===== config.mk =====
export PLATFORM = sky130hd
export DESIGN_NAME = scms_top
export DESIGN_NICKNAME = d
export VERILOG_FILES = /design/src/hdl/scms_pkg.sv /design/src/hdl/scms_top.sv
export SDC_FILE = /design/constraint.sdc
export NUM_CORES = 1
export LEC_CHECK = 0
export BUFFER_PORTS_ARGS = -buffer_cell sky130_fd_sc_hd__buf_2
export CORE_MARGIN = 4
export CORE_UTILIZATION = 28
export DETAILED_ROUTE_END_ITERATION = 8
export GPL_TIMING_DRIVEN = 0
export HOLD_SLACK_MARGIN = 0.02
export MAX_ROUTING_LAYER = met4
export PLACE_DENSITY = 0.52
export REMOVE_ABC_BUFFERS = 1
export SETUP_SLACK_MARGIN = 0.02
export SLEW_MARGIN = 20
export SYNTH_ARGS = -nofsm -noshare
export SYNTH_HDL_FRONTEND = slang
export SYNTH_SLANG_ARGS = --single-unit

===== constraint.sdc =====
create_clock -name clk_sys -period 4.55 [get_ports clk_sys]
set_input_delay 0.91 -clock clk_sys [delete_from_list [all_inputs] [get_ports clk_sys]]
set_output_delay 0.91 -clock clk_sys [all_outputs]
set_load 0.05 [all_outputs]

===== src/hdl/scms_pkg.sv =====
// Purpose: shared constants and types for the serializer clock mode select block
// Assumes: 8-bit register port driven by the local control-port logic on clk_sys
// Notes:   register offsets are byte addresses of the 8-bit register space
package scms_pkg;

    // ************************************************************
    // register offsets
    // ************************************************************
    localparam logic [7:0] OFS_CLOCK_MODE       = 8'h03;
    localparam logic [7:0] OFS_LEGACY_FORMAT    = 8'h04;
    localparam logic [7:0] OFS_OSC_CTRL         = 8'h05;
    localparam logic [7:0] OFS_PLL_M_DIV        = 8'h06;
    localparam logic [7:0] OFS_PLL_N            = 8'h07;
    localparam logic [7:0] OFS_PCOMPAT_CONFIG   = 8'h10;
    localparam logic [7:0] OFS_PCOMPAT_DATATYPE = 8'h11;

    // ************************************************************
    // field positions
    // ************************************************************
    localparam int MODE_OVR_BIT    = 4;
    localparam int OSC_SEL_BIT     = 3;
    localparam int CLKOUT_EN_BIT   = 0;
    localparam int DT_MATCH_EN_BIT = 0;
    localparam int LEG_OVR_BIT     = 2;

    // ************************************************************
    // mode encodings
    // ************************************************************
    localparam logic [2:0] MODE_SYNC     = 3'h0;
    localparam logic [2:0] MODE_NSYNC_EXT = 3'h2;
    localparam logic [2:0] MODE_NSYNC_INT = 3'h3;
    localparam logic [2:0] MODE_PCOMPAT  = 3'h5;

    // legacy format codes; low-frequency raw12 is refused
    localparam logic [1:0] FMT_RAW10    = 2'h0;
    localparam logic [1:0] FMT_RAW12_HIGH_FREQUENCY_FORMAT = 2'h1;
    localparam logic [1:0] FMT_RAW12_LOW_FREQUENCY_FORMAT = 2'h2;

    // high-speed divider codes
    localparam logic [1:0] HSDIV_4  = 2'h0;
    localparam logic [1:0] HSDIV_8  = 2'h1;
    localparam logic [1:0] HSDIV_16 = 2'h2;

    // ************************************************************
    // values after reset and raw datatype codes
    // ************************************************************
    localparam logic [4:0] RST_PLL_M     = 5'h01;
    localparam logic [7:0] RST_PLL_N     = 8'h02;
    localparam logic [1:0] RST_HSDIV     = HSDIV_4;
    localparam logic       RST_CLKOUT_EN = 1'b1;
    localparam logic [7:0] RST_DATATYPE  = 8'h00;
    localparam logic [5:0] DT_RAW10      = 6'h2b;
    localparam logic [5:0] DT_RAW12      = 6'h2c;

    // reference source selection
    typedef enum logic [1:0] {
        SCMS_REF_BACKCH,
        SCMS_REF_EXTCLK,
        SCMS_REF_AON
    } scms_ref_e;

    // clock mode register layout
    typedef struct packed {
        logic [2:0] rsv_hi;
        logic       ovr_en;
        logic       rsv_lo;
        logic [2:0] mode;
    } scms_mode_s;

    // output clock synthesizer settings
    typedef struct packed {
        logic [4:0] m;
        logic [1:0] hsdiv;
        logic [7:0] n;
    } scms_pll_s;

endpackage


===== src/hdl/scms_top.sv =====
// Purpose: clock mode latch, override and sensor output clock synthesizer
// Assumes: power-down and strap pins are asynchronous; register port is on clk_sys
// Notes:   clk_sys stands in for the forward-link rate in the output divider
`timescale 1ns/1ps
`default_nettype none

module scms_top #(
    parameter int DT_W = 6                        // packet datatype width
) (
    input  wire logic            clk_sys,         // system clock, 40 MHz
    input  wire logic            rst,             // async reset, active high
    input  wire logic            power_down_pin,  // power-down input pin, high runs
    input  wire logic [2:0]      strap_mode_pin,  // strap mode value from strap sense
    input  wire logic [7:0]      reg_addr,        // register address
    input  wire logic [7:0]      reg_wdata,       // register write data
    input  wire logic            reg_wr,          // register write strobe
    input  wire logic            reg_rd,          // register read strobe
    input  wire logic            pkt_valid,       // camera packet header valid
    input  wire logic [DT_W-1:0] pkt_dt,          // camera packet datatype
    output logic [7:0]           reg_rdata,       // registered read data
    output logic                 reg_rvalid,      // read data valid pulse
    output logic [1:0]           ref_sel,         // reference source select
    output logic                 osc_select,      // oscillator select bit
    output logic                 sensor_clk_en,   // sensor clock output enabled
    output logic                 sensor_clk,      // synthesized sensor clock
    output logic                 pcompat_active,  // parallel-compatibility mode on
    output logic [1:0]           legacy_format,   // active legacy raw format
    output logic                 pkt_forward      // packet forwarded pulse
);

    // ************************************************************
    // pin synchronizers
    // ************************************************************
    logic       pd_meta_q;
    logic       pd_sync_q;
    logic       pd_prev_q;
    logic [2:0] strap_meta_q;
    logic [2:0] strap_sync_q;

    // two flops on each pin before use
    always_ff @(posedge clk_sys or posedge rst) begin
        if (rst) begin
            pd_meta_q    <= 1'b0;
            pd_sync_q    <= 1'b0;
            pd_prev_q    <= 1'b0;
            strap_meta_q <= 3'h0;
            strap_sync_q <= 3'h0;
        end else begin
            pd_meta_q    <= power_down_pin;
            pd_sync_q    <= pd_meta_q;
            pd_prev_q    <= pd_sync_q;
            strap_meta_q <= strap_mode_pin;
            strap_sync_q <= strap_meta_q;
        end
    end

    // rising edge of power-down input
    wire pd_rise = pd_sync_q & ~pd_prev_q;

    // ************************************************************
    // register decode
    // ************************************************************
    wire wr_mode   = reg_wr & (reg_addr == scms_pkg::OFS_CLOCK_MODE);
    wire wr_legacy = reg_wr & (reg_addr == scms_pkg::OFS_LEGACY_FORMAT);
    wire wr_osc    = reg_wr & (reg_addr == scms_pkg::OFS_OSC_CTRL);
    wire wr_pll_md = reg_wr & (reg_addr == scms_pkg::OFS_PLL_M_DIV);
    wire wr_pll_n  = reg_wr & (reg_addr == scms_pkg::OFS_PLL_N);
    wire wr_pcfg   = reg_wr & (reg_addr == scms_pkg::OFS_PCOMPAT_CONFIG);
    wire wr_pdt    = reg_wr & (reg_addr == scms_pkg::OFS_PCOMPAT_DATATYPE);

    // ************************************************************
    // mode register
    // ************************************************************
    scms_pkg::scms_mode_s mode_q;
    scms_pkg::scms_mode_s mode_d;

    // only supported encodings are accepted as a mode
    function automatic logic mode_ok(input logic [2:0] m);
        mode_ok = (m == scms_pkg::MODE_SYNC) || (m == scms_pkg::MODE_NSYNC_EXT) ||
                  (m == scms_pkg::MODE_NSYNC_INT) || (m == scms_pkg::MODE_PCOMPAT);
    endfunction

    wire       wr_ovr_on = wr_mode & reg_wdata[scms_pkg::MODE_OVR_BIT];
    wire [2:0] wr_mode_v = reg_wdata[2:0];
    wire [2:0] strap_v   = mode_ok(strap_sync_q) ? strap_sync_q : scms_pkg::MODE_SYNC;

    // next mode: strap at power-up edge while override is clear, else write under override
    always_comb begin
        mode_d = mode_q;
        if (wr_mode) begin
            mode_d.ovr_en = reg_wdata[scms_pkg::MODE_OVR_BIT];
        end
        if (pd_rise && !mode_q.ovr_en) begin
            mode_d.mode = strap_v;
        end else if (wr_ovr_on && mode_ok(wr_mode_v)) begin
            mode_d.mode = wr_mode_v;
        end
    end

    // mode state; field always holds the mode in effect
    always_ff @(posedge clk_sys or posedge rst) begin
        if (rst) begin
            mode_q <= '0;
        end else begin
            mode_q <= mode_d;
        end
    end

    wire [2:0] cur_mode = mode_q.mode;
    wire       is_pcomp = (cur_mode == scms_pkg::MODE_PCOMPAT);

    // ************************************************************
    // other control registers
    // ************************************************************
    logic            osc_sel_q;
    logic            clkout_en_q;
    scms_pkg::scms_pll_s pll_q;
    logic            leg_ovr_q;
    logic [1:0]      leg_fmt_q;
    logic [7:0]      pcfg_q;
    logic [7:0]      pdt_q;

    // refused low-frequency raw12 keeps the previous format
    wire leg_fmt_ok = (reg_wdata[1:0] != scms_pkg::FMT_RAW12_LOW_FREQUENCY_FORMAT) &&
                      (reg_wdata[1:0] != 2'h3);
    // only documented divider codes are taken
    wire hsdiv_ok   = (reg_wdata[6:5] != 2'h3);

    // control register storage
    always_ff @(posedge clk_sys or posedge rst) begin
        if (rst) begin
            osc_sel_q   <= 1'b0;
            clkout_en_q <= scms_pkg::RST_CLKOUT_EN;
            pll_q.m     <= scms_pkg::RST_PLL_M;
            pll_q.hsdiv <= scms_pkg::RST_HSDIV;
            pll_q.n     <= scms_pkg::RST_PLL_N;
            leg_ovr_q   <= 1'b0;
            leg_fmt_q   <= scms_pkg::FMT_RAW10;
            pcfg_q      <= 8'h00;
            pdt_q       <= scms_pkg::RST_DATATYPE;
        end else begin
            if (wr_osc) begin
                osc_sel_q   <= reg_wdata[scms_pkg::OSC_SEL_BIT];
                clkout_en_q <= reg_wdata[scms_pkg::CLKOUT_EN_BIT];
            end
            if (wr_pll_md) begin
                pll_q.m <= reg_wdata[4:0];
                if (hsdiv_ok) begin
                    pll_q.hsdiv <= reg_wdata[6:5];
                end
            end
            if (wr_pll_n) begin
                pll_q.n <= reg_wdata;
            end
            if (wr_legacy) begin
                leg_ovr_q <= reg_wdata[scms_pkg::LEG_OVR_BIT];
                if (leg_fmt_ok) begin
                    leg_fmt_q <= reg_wdata[1:0];
                end
            end
            if (wr_pcfg) begin
                pcfg_q <= reg_wdata;
            end
            if (wr_pdt) begin
                pdt_q <= reg_wdata;
            end
        end
    end

    // ************************************************************
    // read path
    // ************************************************************
    logic [7:0] rd_mux;

    // read data select, unmapped reads zero
    always_comb begin
        case (reg_addr)
            scms_pkg::OFS_CLOCK_MODE:       rd_mux = mode_q;
            scms_pkg::OFS_LEGACY_FORMAT:    rd_mux = {5'h00, leg_ovr_q, leg_fmt_q};
            scms_pkg::OFS_OSC_CTRL:         rd_mux = {4'h0, osc_sel_q, 2'h0, clkout_en_q};
            scms_pkg::OFS_PLL_M_DIV:        rd_mux = {1'b0, pll_q.hsdiv, pll_q.m};
            scms_pkg::OFS_PLL_N:            rd_mux = pll_q.n;
            scms_pkg::OFS_PCOMPAT_CONFIG:   rd_mux = pcfg_q;
            scms_pkg::OFS_PCOMPAT_DATATYPE: rd_mux = pdt_q;
            default:                        rd_mux = 8'h00;
        endcase
    end

    // registered read answer one cycle after the strobe
    always_ff @(posedge clk_sys or posedge rst) begin
        if (rst) begin
            reg_rdata  <= 8'h00;
            reg_rvalid <= 1'b0;
        end else begin
            reg_rdata  <= reg_rd ? rd_mux : reg_rdata;
            reg_rvalid <= reg_rd;
        end
    end

    // ************************************************************
    // reference selection
    // ************************************************************
    scms_pkg::scms_ref_e ref_d;

    // mode to reference source
    always_comb begin
        case (cur_mode)
            scms_pkg::MODE_SYNC:      ref_d = scms_pkg::SCMS_REF_BACKCH;
            scms_pkg::MODE_NSYNC_EXT: ref_d = scms_pkg::SCMS_REF_EXTCLK;
            scms_pkg::MODE_NSYNC_INT: ref_d = scms_pkg::SCMS_REF_AON;
            scms_pkg::MODE_PCOMPAT:   ref_d = scms_pkg::SCMS_REF_EXTCLK;
            default:                  ref_d = scms_pkg::SCMS_REF_BACKCH;
        endcase
    end

    // sensor clock allowed only outside internal oscillator mode
    wire clk_allowed = (cur_mode != scms_pkg::MODE_NSYNC_INT) & clkout_en_q;

    // registered mode outputs
    always_ff @(posedge clk_sys or posedge rst) begin
        if (rst) begin
            ref_sel        <= scms_pkg::SCMS_REF_BACKCH;
            osc_select     <= 1'b0;
            sensor_clk_en  <= 1'b0;
            pcompat_active <= 1'b0;
            legacy_format  <= scms_pkg::FMT_RAW10;
        end else begin
            ref_sel        <= ref_d;
            osc_select     <= osc_sel_q;
            sensor_clk_en  <= clk_allowed;
            pcompat_active <= is_pcomp;
            legacy_format  <= leg_ovr_q ? leg_fmt_q : scms_pkg::FMT_RAW10;
        end
    end

    // ************************************************************
    // sensor clock synthesizer
    // ************************************************************
    logic [3:0] pre_q;
    logic [8:0] acc_q;

    // divider terminal count from the divider code
    wire [3:0] pre_max = (pll_q.hsdiv == scms_pkg::HSDIV_16) ? 4'hf :
                         (pll_q.hsdiv == scms_pkg::HSDIV_8)  ? 4'h7 : 4'h3;
    wire       pre_tick = (pre_q == pre_max);
    // step of twice M, so a toggle per wrap gives rate times M over divider times N
    wire [8:0] step     = {3'h0, pll_q.m, 1'b0};
    wire [8:0] acc_sum  = acc_q + step;
    wire [8:0] n_ext    = {1'b0, pll_q.n};
    wire       wrap     = pre_tick & (acc_sum >= n_ext) & (pll_q.n != 8'h00);

    // prescaler, phase accumulator and output toggle
    always_ff @(posedge clk_sys or posedge rst) begin
        if (rst) begin
            pre_q      <= 4'h0;
            acc_q      <= 9'h000;
            sensor_clk <= 1'b0;
        end else if (!clk_allowed) begin
            pre_q      <= 4'h0;
            acc_q      <= 9'h000;
            sensor_clk <= 1'b0;
        end else begin
            pre_q <= pre_tick ? 4'h0 : pre_q + 4'h1;
            if (wrap) begin
                acc_q      <= acc_sum - n_ext;
                sensor_clk <= ~sensor_clk;
            end else if (pre_tick) begin
                acc_q <= acc_sum;
            end
        end
    end

    // ************************************************************
    // parallel-compatibility packet filter
    // ************************************************************
    wire [DT_W-1:0] fmt_dt   = (legacy_format == scms_pkg::FMT_RAW12_HIGH_FREQUENCY_FORMAT) ?
                               DT_W'(scms_pkg::DT_RAW12) : DT_W'(scms_pkg::DT_RAW10);
    wire            dt_match = pcfg_q[scms_pkg::DT_MATCH_EN_BIT] &
                               (pkt_dt == pdt_q[DT_W-1:0]);
    wire            fwd_d    = pkt_valid & is_pcomp & (dt_match | (pkt_dt == fmt_dt));

    // forward decision pulse
    always_ff @(posedge clk_sys or posedge rst) begin
        if (rst) begin
            pkt_forward <= 1'b0;
        end else begin
            pkt_forward <= fwd_d;
        end
    end

endmodule

`default_nettype wire


==> results.py, run 1 <==
metrics = {
    "cells_and_area": {
        "layout.nets": 490,
        "layout.cell_area.non_filler_um2": 5020,
        "drive_above_1_share_pct": 26.4,
        "layoutNonFillerInstCount": 631,
        "syn_to_final_growth_pct": 17.0,
        "fillCellCount": 1494,
        "n_antenna_cell": 0,
    },
    "yosys": {
        "synthesis_warnings": 0,
        "synth.most_common_cell": "sky130_fd_sc_hd__dfrtp_1",
        "synth-edff-count": 0,
        "synthTopCellsByArea": "sky130_fd_sc_hd__dfrtp_1 (45%), sky130_fd_sc_hd__mux2_2 (8.4%), sky130_fd_sc_hd__ha_1 (4.4%)",
        "synthDominantCellAreaShare_pct": 44.9,
        "synth.lib_cells_used.distinct": 65,
        "yosysSeqAreaShare_pct": 46.7,
        "ys_ff_latch": 80,
        "post_synth_most_frequent_cells": "sky130_fd_sc_hd__dfrtp_1 (77), sky130_fd_sc_hd__mux2_2 (32), sky130_fd_sc_hd__inv_1 (25)",
        "mapped_cells": 393,
        "syn_avg_cell_area_um2": 10.9,
        "syn_area_um2": 4290,
        "async_flop_share_pct": 100,
        "synthFlopType": "sky130_fd_sc_hd__dfrtp_1",
        "yosysTopAreaCell": "sky130_fd_sc_hd__dfrtp_1",
    },
    "place": {
        "routabilityCongestion": 0.783,
        "dp_slack_ns": 0.661,
        "port-buffer-count": 48,
        "placedCellCount": 615,
        "instance_area_after_placement_um2": 4740,
        "dpl.hpwl_mm": 7.90,
    },
    "sta": {
        "slew_violations": 0,
        "grt_setup_unrepaired": "no",
        "totalNegativeSetupSlack_ns": 0,
        "finClkSkew_ns": 0.00800,
        "slew_headroom_pct": 51.9,
        "hold_viol_final": 0,
        "clock.fmax_ghz": 0.253,
        "final.period_utilization_pct": 86.8,
        "worst_slew_pin_slew_ns": 0.721,
        "setup-violations-final": 0,
        "layout_min_cycle_time_ns": 3.95,
        "final_critical_path_setup_slack_ns": 0.603,
    },
    "critical_path": {
        "crit_required_ns": 4.80,
        "path_max_fanout": 15,
        "crit_path_end": "acc_q[4]$_DFFE_PP0P_",
        "rr_worst_depth": 11,
        "reg2reg_setup_slack_ns": 0.60,
        "timing.critical_path.to_type": "flop",
        "cp-start-kind": "flop",
        "worst_ep_arrival_time_ns": 4.20,
        "type_of_the_worst_setup_path": "flop to flop",
        "reg_to_reg_end": "acc_q[4]$_DFFE_PP0P_",
        "critical_path_source": "pll_q[11]$_DFFE_PP0P_",
        "rr_startpoint": "pll_q[11]$_DFFE_PP0P_",
    },
    "power": {
        "vdd_drop_max_mv": 0.193,
        "static-leakage-power_nw": 2.30,
        "p_total_mw": 1.65,
        "power_per_cell_area_nw_per_um2": 328,
    },
    "clock_network": {
        "cts_inserted_buffers": 9,
        "clk_latency_ns": 0.35,
        "clock_sinks": 80,
        "cts_max_path_buffers": 2,
        "clk_pin_slew_ns": 0.06,
        "hold_buffers": 0,
        "post-cts-setup-buffers": 0,
        "cts.htree.levels": 3,
        "cts_tree": "done",
        "ctsRootBufferMaster": "sky130_fd_sc_hd__clkbuf_16",
        "cts-resized-gates": 0,
    },
    "drt": {
        "ant_nets": 0,
        "dr.pass1.iters": 4,
        "initialDrtViolationCount": 161,
        "dr_vias": 3122,
        "post_drt_wl_per_cell_um": 16.6,
        "totalWireLength_mm": 10.5,
        "viasPerCell": 4.95,
        "drc": 0,
    },
    "global_route": {
        "total_gr_overflow": 0,
        "maximum_number_of_pins_on_one_net_before_global_route_repair": 50,
        "antenna_violations_before_repair": 0,
        "total_routing_usage_gr_pct": 13.0,
        "first_global_vias": 3320,
        "grt_pass1_wl_mm": 17.6,
    },
    "die": {
        "die_w_um": 132,
        "initial_standard_cell_utilization_of_the_core_pct": 29.1,
        "design.core.area_um2": 14800,
        "die_outline_area_um2": 17400,
        "io-pin-count": 49,
        "core.rowCount": 44,
        "die_height_um": 132,
    },
    "hold_path": {
        "hold_path.startpoint": "strap_meta_q[2]$_DFF_PP0_",
        "timing.hold.worst.class": "flop to flop",
    },
    "outcome": {
        "run_status": "completed",
    },
    "job": {
        "max-cap-violations": 0,
    },
}
-- power breakdown --
part | switching [mW] | internal [mW] | total, mW
clock | 0.302 | 0.387 | 0.690
sequential | 0.0208 | 0.737 | 0.758
combinational | 0.117 | 0.0811 | 0.198
-- cell type report --
class	count	area [um2]	share of cell area, %
inverters	26	100	1.99
clock buffers	11	243	4.83
well taps	184	230	4.58
multi-input cells	276	2140	42.6
repair buffers	49	268	5.33
flip-flops and latches	80	2010	39.9
clock inverters	5	37.5	0.747
-- metal layers --
| metal | track usage, % | vias to the layer above | wire length (um) |
|---|---|---|---|
| met2 | 19.9 | 52 | 4790 |
| met3 | 3.17 | 11 | 492 |
| met4 | 4.55 | 0 | 181 |
| met5 | - | - | 0 |
| met1 | 16.8 | 1516 | 5020 |
| li1 | - | 1543 | - |
-- layout by cell type (no fill, tap or decap), types with 3 or more instances in the layout --
master	n
sky130_fd_sc_hd__dfrtp_1	77
sky130_fd_sc_hd__buf_2	48
sky130_fd_sc_hd__mux2_2	32
sky130_fd_sc_hd__inv_1	24
sky130_fd_sc_hd__nand2_1	21
sky130_fd_sc_hd__a21oi_1	20
sky130_fd_sc_hd__ha_1	15
sky130_fd_sc_hd__nor2_1	14
sky130_fd_sc_hd__o21ai_0	13
sky130_fd_sc_hd__xnor2_1	13
sky130_fd_sc_hd__o22ai_1	12
sky130_fd_sc_hd__mux2i_1	12
sky130_fd_sc_hd__nand3_1	10
sky130_fd_sc_hd__xor2_1	10
sky130_fd_sc_hd__clkbuf_16	9
sky130_fd_sc_hd__nor3_1	8
sky130_fd_sc_hd__nor2b_1	7
sky130_fd_sc_hd__nand4_1	5
sky130_fd_sc_hd__or3_1	5
sky130_fd_sc_hd__and3_1	4
sky130_fd_sc_hd__nor3b_1	4
sky130_fd_sc_hd__nor4_1	4
sky130_fd_sc_hd__a221oi_1	4
sky130_fd_sc_hd__a211oi_1	4
sky130_fd_sc_hd__nand2b_1	3
sky130_fd_sc_hd__o31ai_1	3
sky130_fd_sc_hd__or2_2	3
sky130_fd_sc_hd__a31oi_1	3
sky130_fd_sc_hd__o21a_1	3
sky130_fd_sc_hd__dfstp_2	3
-- flip-flops by register name (all words and copies together) (netlist names), 3 cells and up --
register	flops
cur_mode	3
pdt_q	8
acc_q	9
pcfg_q	8
pre_q	4
n_ext	8
strap_meta_q	3
reg_rdata	8
pll_q	7
strap_sync_q	3
-- metrics by stage --
step           util [%]  hold WS [ns]
3_3_place_gp       31.9         0.338
6_report           34.0         0.348
5_1_grt            34.0         0.352
4_1_cts            34.0         0.349
3_5_place_dp       32.1         0.335
2_1_floorplan         -         0.331
-- how the worst min path moves through the flow --
stage | depth (start not counted) | end
4_1_cts | 0 | strap_sync_q[2]$_DFF_PP0_
3_5_place_dp | 0 | strap_sync_q[2]$_DFF_PP0_
5_1_grt | 0 | strap_sync_q[2]$_DFF_PP0_
3_3_place_gp | 0 | strap_sync_q[0]$_DFF_PP0_
2_1_floorplan | 0 | pd_sync_q$_DFF_PP0_
6_report | 0 | strap_sync_q[2]$_DFF_PP0_
-- worst max-delay path, cell delays in order (launching register included) --
cell	delay [ns]
sky130_fd_sc_hd__dfrtp_1	0.43
sky130_fd_sc_hd__ha_1	0.33
sky130_fd_sc_hd__a211oi_1	0.48
sky130_fd_sc_hd__o21bai_1	0.14
sky130_fd_sc_hd__a21oi_1	0.28
sky130_fd_sc_hd__xnor2_1	0.17
sky130_fd_sc_hd__ha_1	0.32
sky130_fd_sc_hd__a2111o_1	0.41
sky130_fd_sc_hd__o211a_1	0.27
sky130_fd_sc_hd__o31ai_4	0.61
sky130_fd_sc_hd__mux2i_1	0.17
sky130_fd_sc_hd__a211oi_1	0.25
-- cells by family (layout without fill, tap and decap cells) --
kind of cell	after synthesis	count (layout)	share of synthesized area (%)
compound gates	83	83	13.4
xor+xnor	23	23	4.69
fa+ha+maj	17	17	5.31
buf+inv	37	91	3.44
flops	80	80	46.7
mux	45	45	11.7
simple gates	108	108	14.7
Note: power is estimated with default switching activity, not from simulation.
==> inputs of run 2 (changes only) <==
Settings changed: PLACE_DENSITY 0.52 to unset.
==> run 2 against run 1 <==
  * Count of clock-buffer cells in the layout fell by 2
  * Non-clock buffer count did not move
  * Via count rose by 2.3%
  * Worst hold slack improved by 0.0044 ns
  * Clock skew fell by 0.0023 ns
  * Clock power barely moved
  * Wire length barely moved
  * Flip-flop and latch count did not move
  * Critical path type unchanged
  * Highest routed layer unchanged
==> results.py, run 2 (synthesis results as in run 1) <==
metrics = {
    "cells_and_area": {
        "final_common_cell": "sky130_fd_sc_hd__dfrtp_1",
        "most-common-layout-cells": "sky130_fd_sc_hd__dfrtp_1 (77), sky130_fd_sc_hd__buf_2 (48), sky130_fd_sc_hd__mux2_2 (32), sky130_fd_sc_hd__inv_1 (24), sky130_fd_sc_hd__nand2_1 (21)",
        "registers.top_by_ff_count": "acc_q",
        "number_of_flip_flops_in_the_largest_register": 9,
        "layout.nets": 490,
        "drive_above_1_share_pct": 26.6,
        "syn_to_final_growth_pct": 17.0,
        "n_antenna_cell": 0,
        "layoutNonFillerInstCount": 631,
    },
    "critical_path": {
        "cp_slowest_stage_delay_ns": 0.50,
        "worst_ep_arrival_time_ns": 4.15,
        "slowest_stage": "sky130_fd_sc_hd__o21ai_0",
        "cp-start-kind": "flop",
        "path_max_fanout": 15,
        "crit_path_cell_trace": "ha_1 -> fa_1 -> a21o_1 -> a21oi_1 -> nor2b_1 -> o21ai_0 -> xnor2_1 -> ha_1 -> nand4_1 -> o21ai_0 -> o31ai_4 -> or3_1 -> a31oi_1",
        "crit_required_ns": 4.81,
        "type_of_the_worst_setup_path": "flop to flop",
        "timing.critical_path.to_type": "flop",
    },
    "clock_network": {
        "cts_max_path_buffers": 2,
        "cts_inserted_buffers": 9,
        "cts-resized-gates": 0,
        "clock_sinks": 80,
        "hold_buffers": 0,
        "ctsRootBufferMaster": "sky130_fd_sc_hd__clkbuf_16",
        "cts.htree.levels": 3,
        "clk_pin_slew_ns": 0.07,
        "clk_latency_ns": 0.34,
        "cts_tree": "done",
        "post-cts-setup-buffers": 0,
    },
    "sta": {
        "clock.fmax_ghz": 0.257,
        "grt_setup_unrepaired": "no",
        "finClkSkew_ns": 0.00567,
        "hold_viol_final": 0,
        "layout_min_cycle_time_ns": 3.90,
        "worst_slew_pin_slew_ns": 0.687,
        "setup-violations-final": 0,
        "totalNegativeSetupSlack_ns": 0,
        "slew_headroom_pct": 54.2,
        "final.period_utilization_pct": 85.6,
        "slew_violations": 0,
    },
    "die": {
        "core.rowCount": 44,
        "initial_standard_cell_utilization_of_the_core_pct": 29.1,
        "die_height_um": 132,
        "die_outline_area_um2": 17400,
        "io-pin-count": 49,
        "design.core.area_um2": 14800,
        "die_w_um": 132,
    },
    "power": {
        "static-leakage-power_nw": 2.31,
        "vdd_drop_max_mv": 0.188,
        "power_per_cell_area_nw_per_um2": 327,
    },
    "place": {
        "placedCellCount": 615,
        "routabilityCongestion": 0.871,
        "port-buffer-count": 48,
        "dpl.hpwl_mm": 7.90,
    },
    "drt": {
        "post_drt_wl_per_cell_um": 16.6,
        "ant_nets": 0,
        "dr.pass1.iters": 5,
        "initialDrtViolationCount": 207,
        "dr_vias": 3195,
        "drc": 0,
        "viasPerCell": 5.06,
        "totalWireLength_mm": 10.5,
    },
    "global_route": {
        "maximum_number_of_pins_on_one_net_before_global_route_repair": 48,
        "first_global_vias": 3281,
        "total_gr_overflow": 0,
        "antenna_violations_before_repair": 0,
        "grt_pass1_wl_mm": 17.2,
        "total_routing_usage_gr_pct": 12.7,
    },
    "outcome": {
        "run_status": "completed",
    },
    "hold_path": {
        "timing.hold.worst.class": "flop to flop",
    },
    "job": {
        "max-cap-violations": 0,
    },
}
-- run 2: where the power goes --
part           internal (mW)  switching (mW)  total (mW)
Clock                  0.376           0.311       0.687
Combinational         0.0811           0.117       0.199
Sequential             0.737          0.0215       0.759
Total                   1.19           0.450        1.64
-- run 2: final cells by class --
type	count	area (um2)
clock buffer	9	225
clock inverter	7	55.1
fill	1510	9730
inverter	26	100
multi-input combinational	276	2140
sequential	80	2010
tap	184	230
timing repair buffer	49	268
-- run 2: routing by layer --
metal  vias up  global-route usage (%)  part of all wire (%)
met2        61                    19.3                    47
met5         -                       -                     0
li1       1547                       -                     -
met1      1575                    16.7                    47
met4         0                    5.83                   2.3
met3        12                    2.18                   3.8
-- run 2: worst max-delay path: cells and delay by family (launching register included) --
family          cells  cell delay [ns]
flops               1             0.39
compound gates      6             1.67
fa+ha+maj           3             1.00
xor+xnor            1             0.12
simple gates        3             0.63
-- run 2: per-stage QoR --
stage | power (mW) | area, um2 | util [%] | hold WS, ns | setup slack, ns
3_5_place_dp | 0.971 | 4740 | 32.1 | 0.340 | 0.626
4_1_cts | 1.66 | 5020 | 34.0 | 0.355 | 0.604
5_1_grt | 1.71 | 5020 | 34.0 | 0.359 | 0.372
6_report | 1.64 | 5020 | 34.0 | 0.353 | 0.655
3_3_place_gp | 0.961 | 4710 | 31.9 | 0.336 | 0.632
2_1_floorplan | 0.900 | 4240 | - | 0.331 | 1.19
-- run 2: worst paths after layout --
check / endpoint / cells past startpoint / start / slack [ns]
hold / removal: pd_sync_q$_DFF_PP0_ / 0 / pd_meta_q$_DFF_PP0_ / 0.35
max in group asynchronous: clkout_en_q$_DFFE_PP1P_ / 3 / rst / 3.32
min in group asynchronous: pd_meta_q$_DFF_PP0_ / 2 / rst / 0.58
setup reg to reg: acc_q[3]$_DFFE_PP0P_ / 13 / pll_q[10]$_DFFE_PP1P_ / 0.65
hold reg to reg: pd_sync_q$_DFF_PP0_ / 0 / pd_meta_q$_DFF_PP0_ / 0.35
setup / recovery: acc_q[3]$_DFFE_PP0P_ / 13 / pll_q[10]$_DFFE_PP1P_ / 0.65
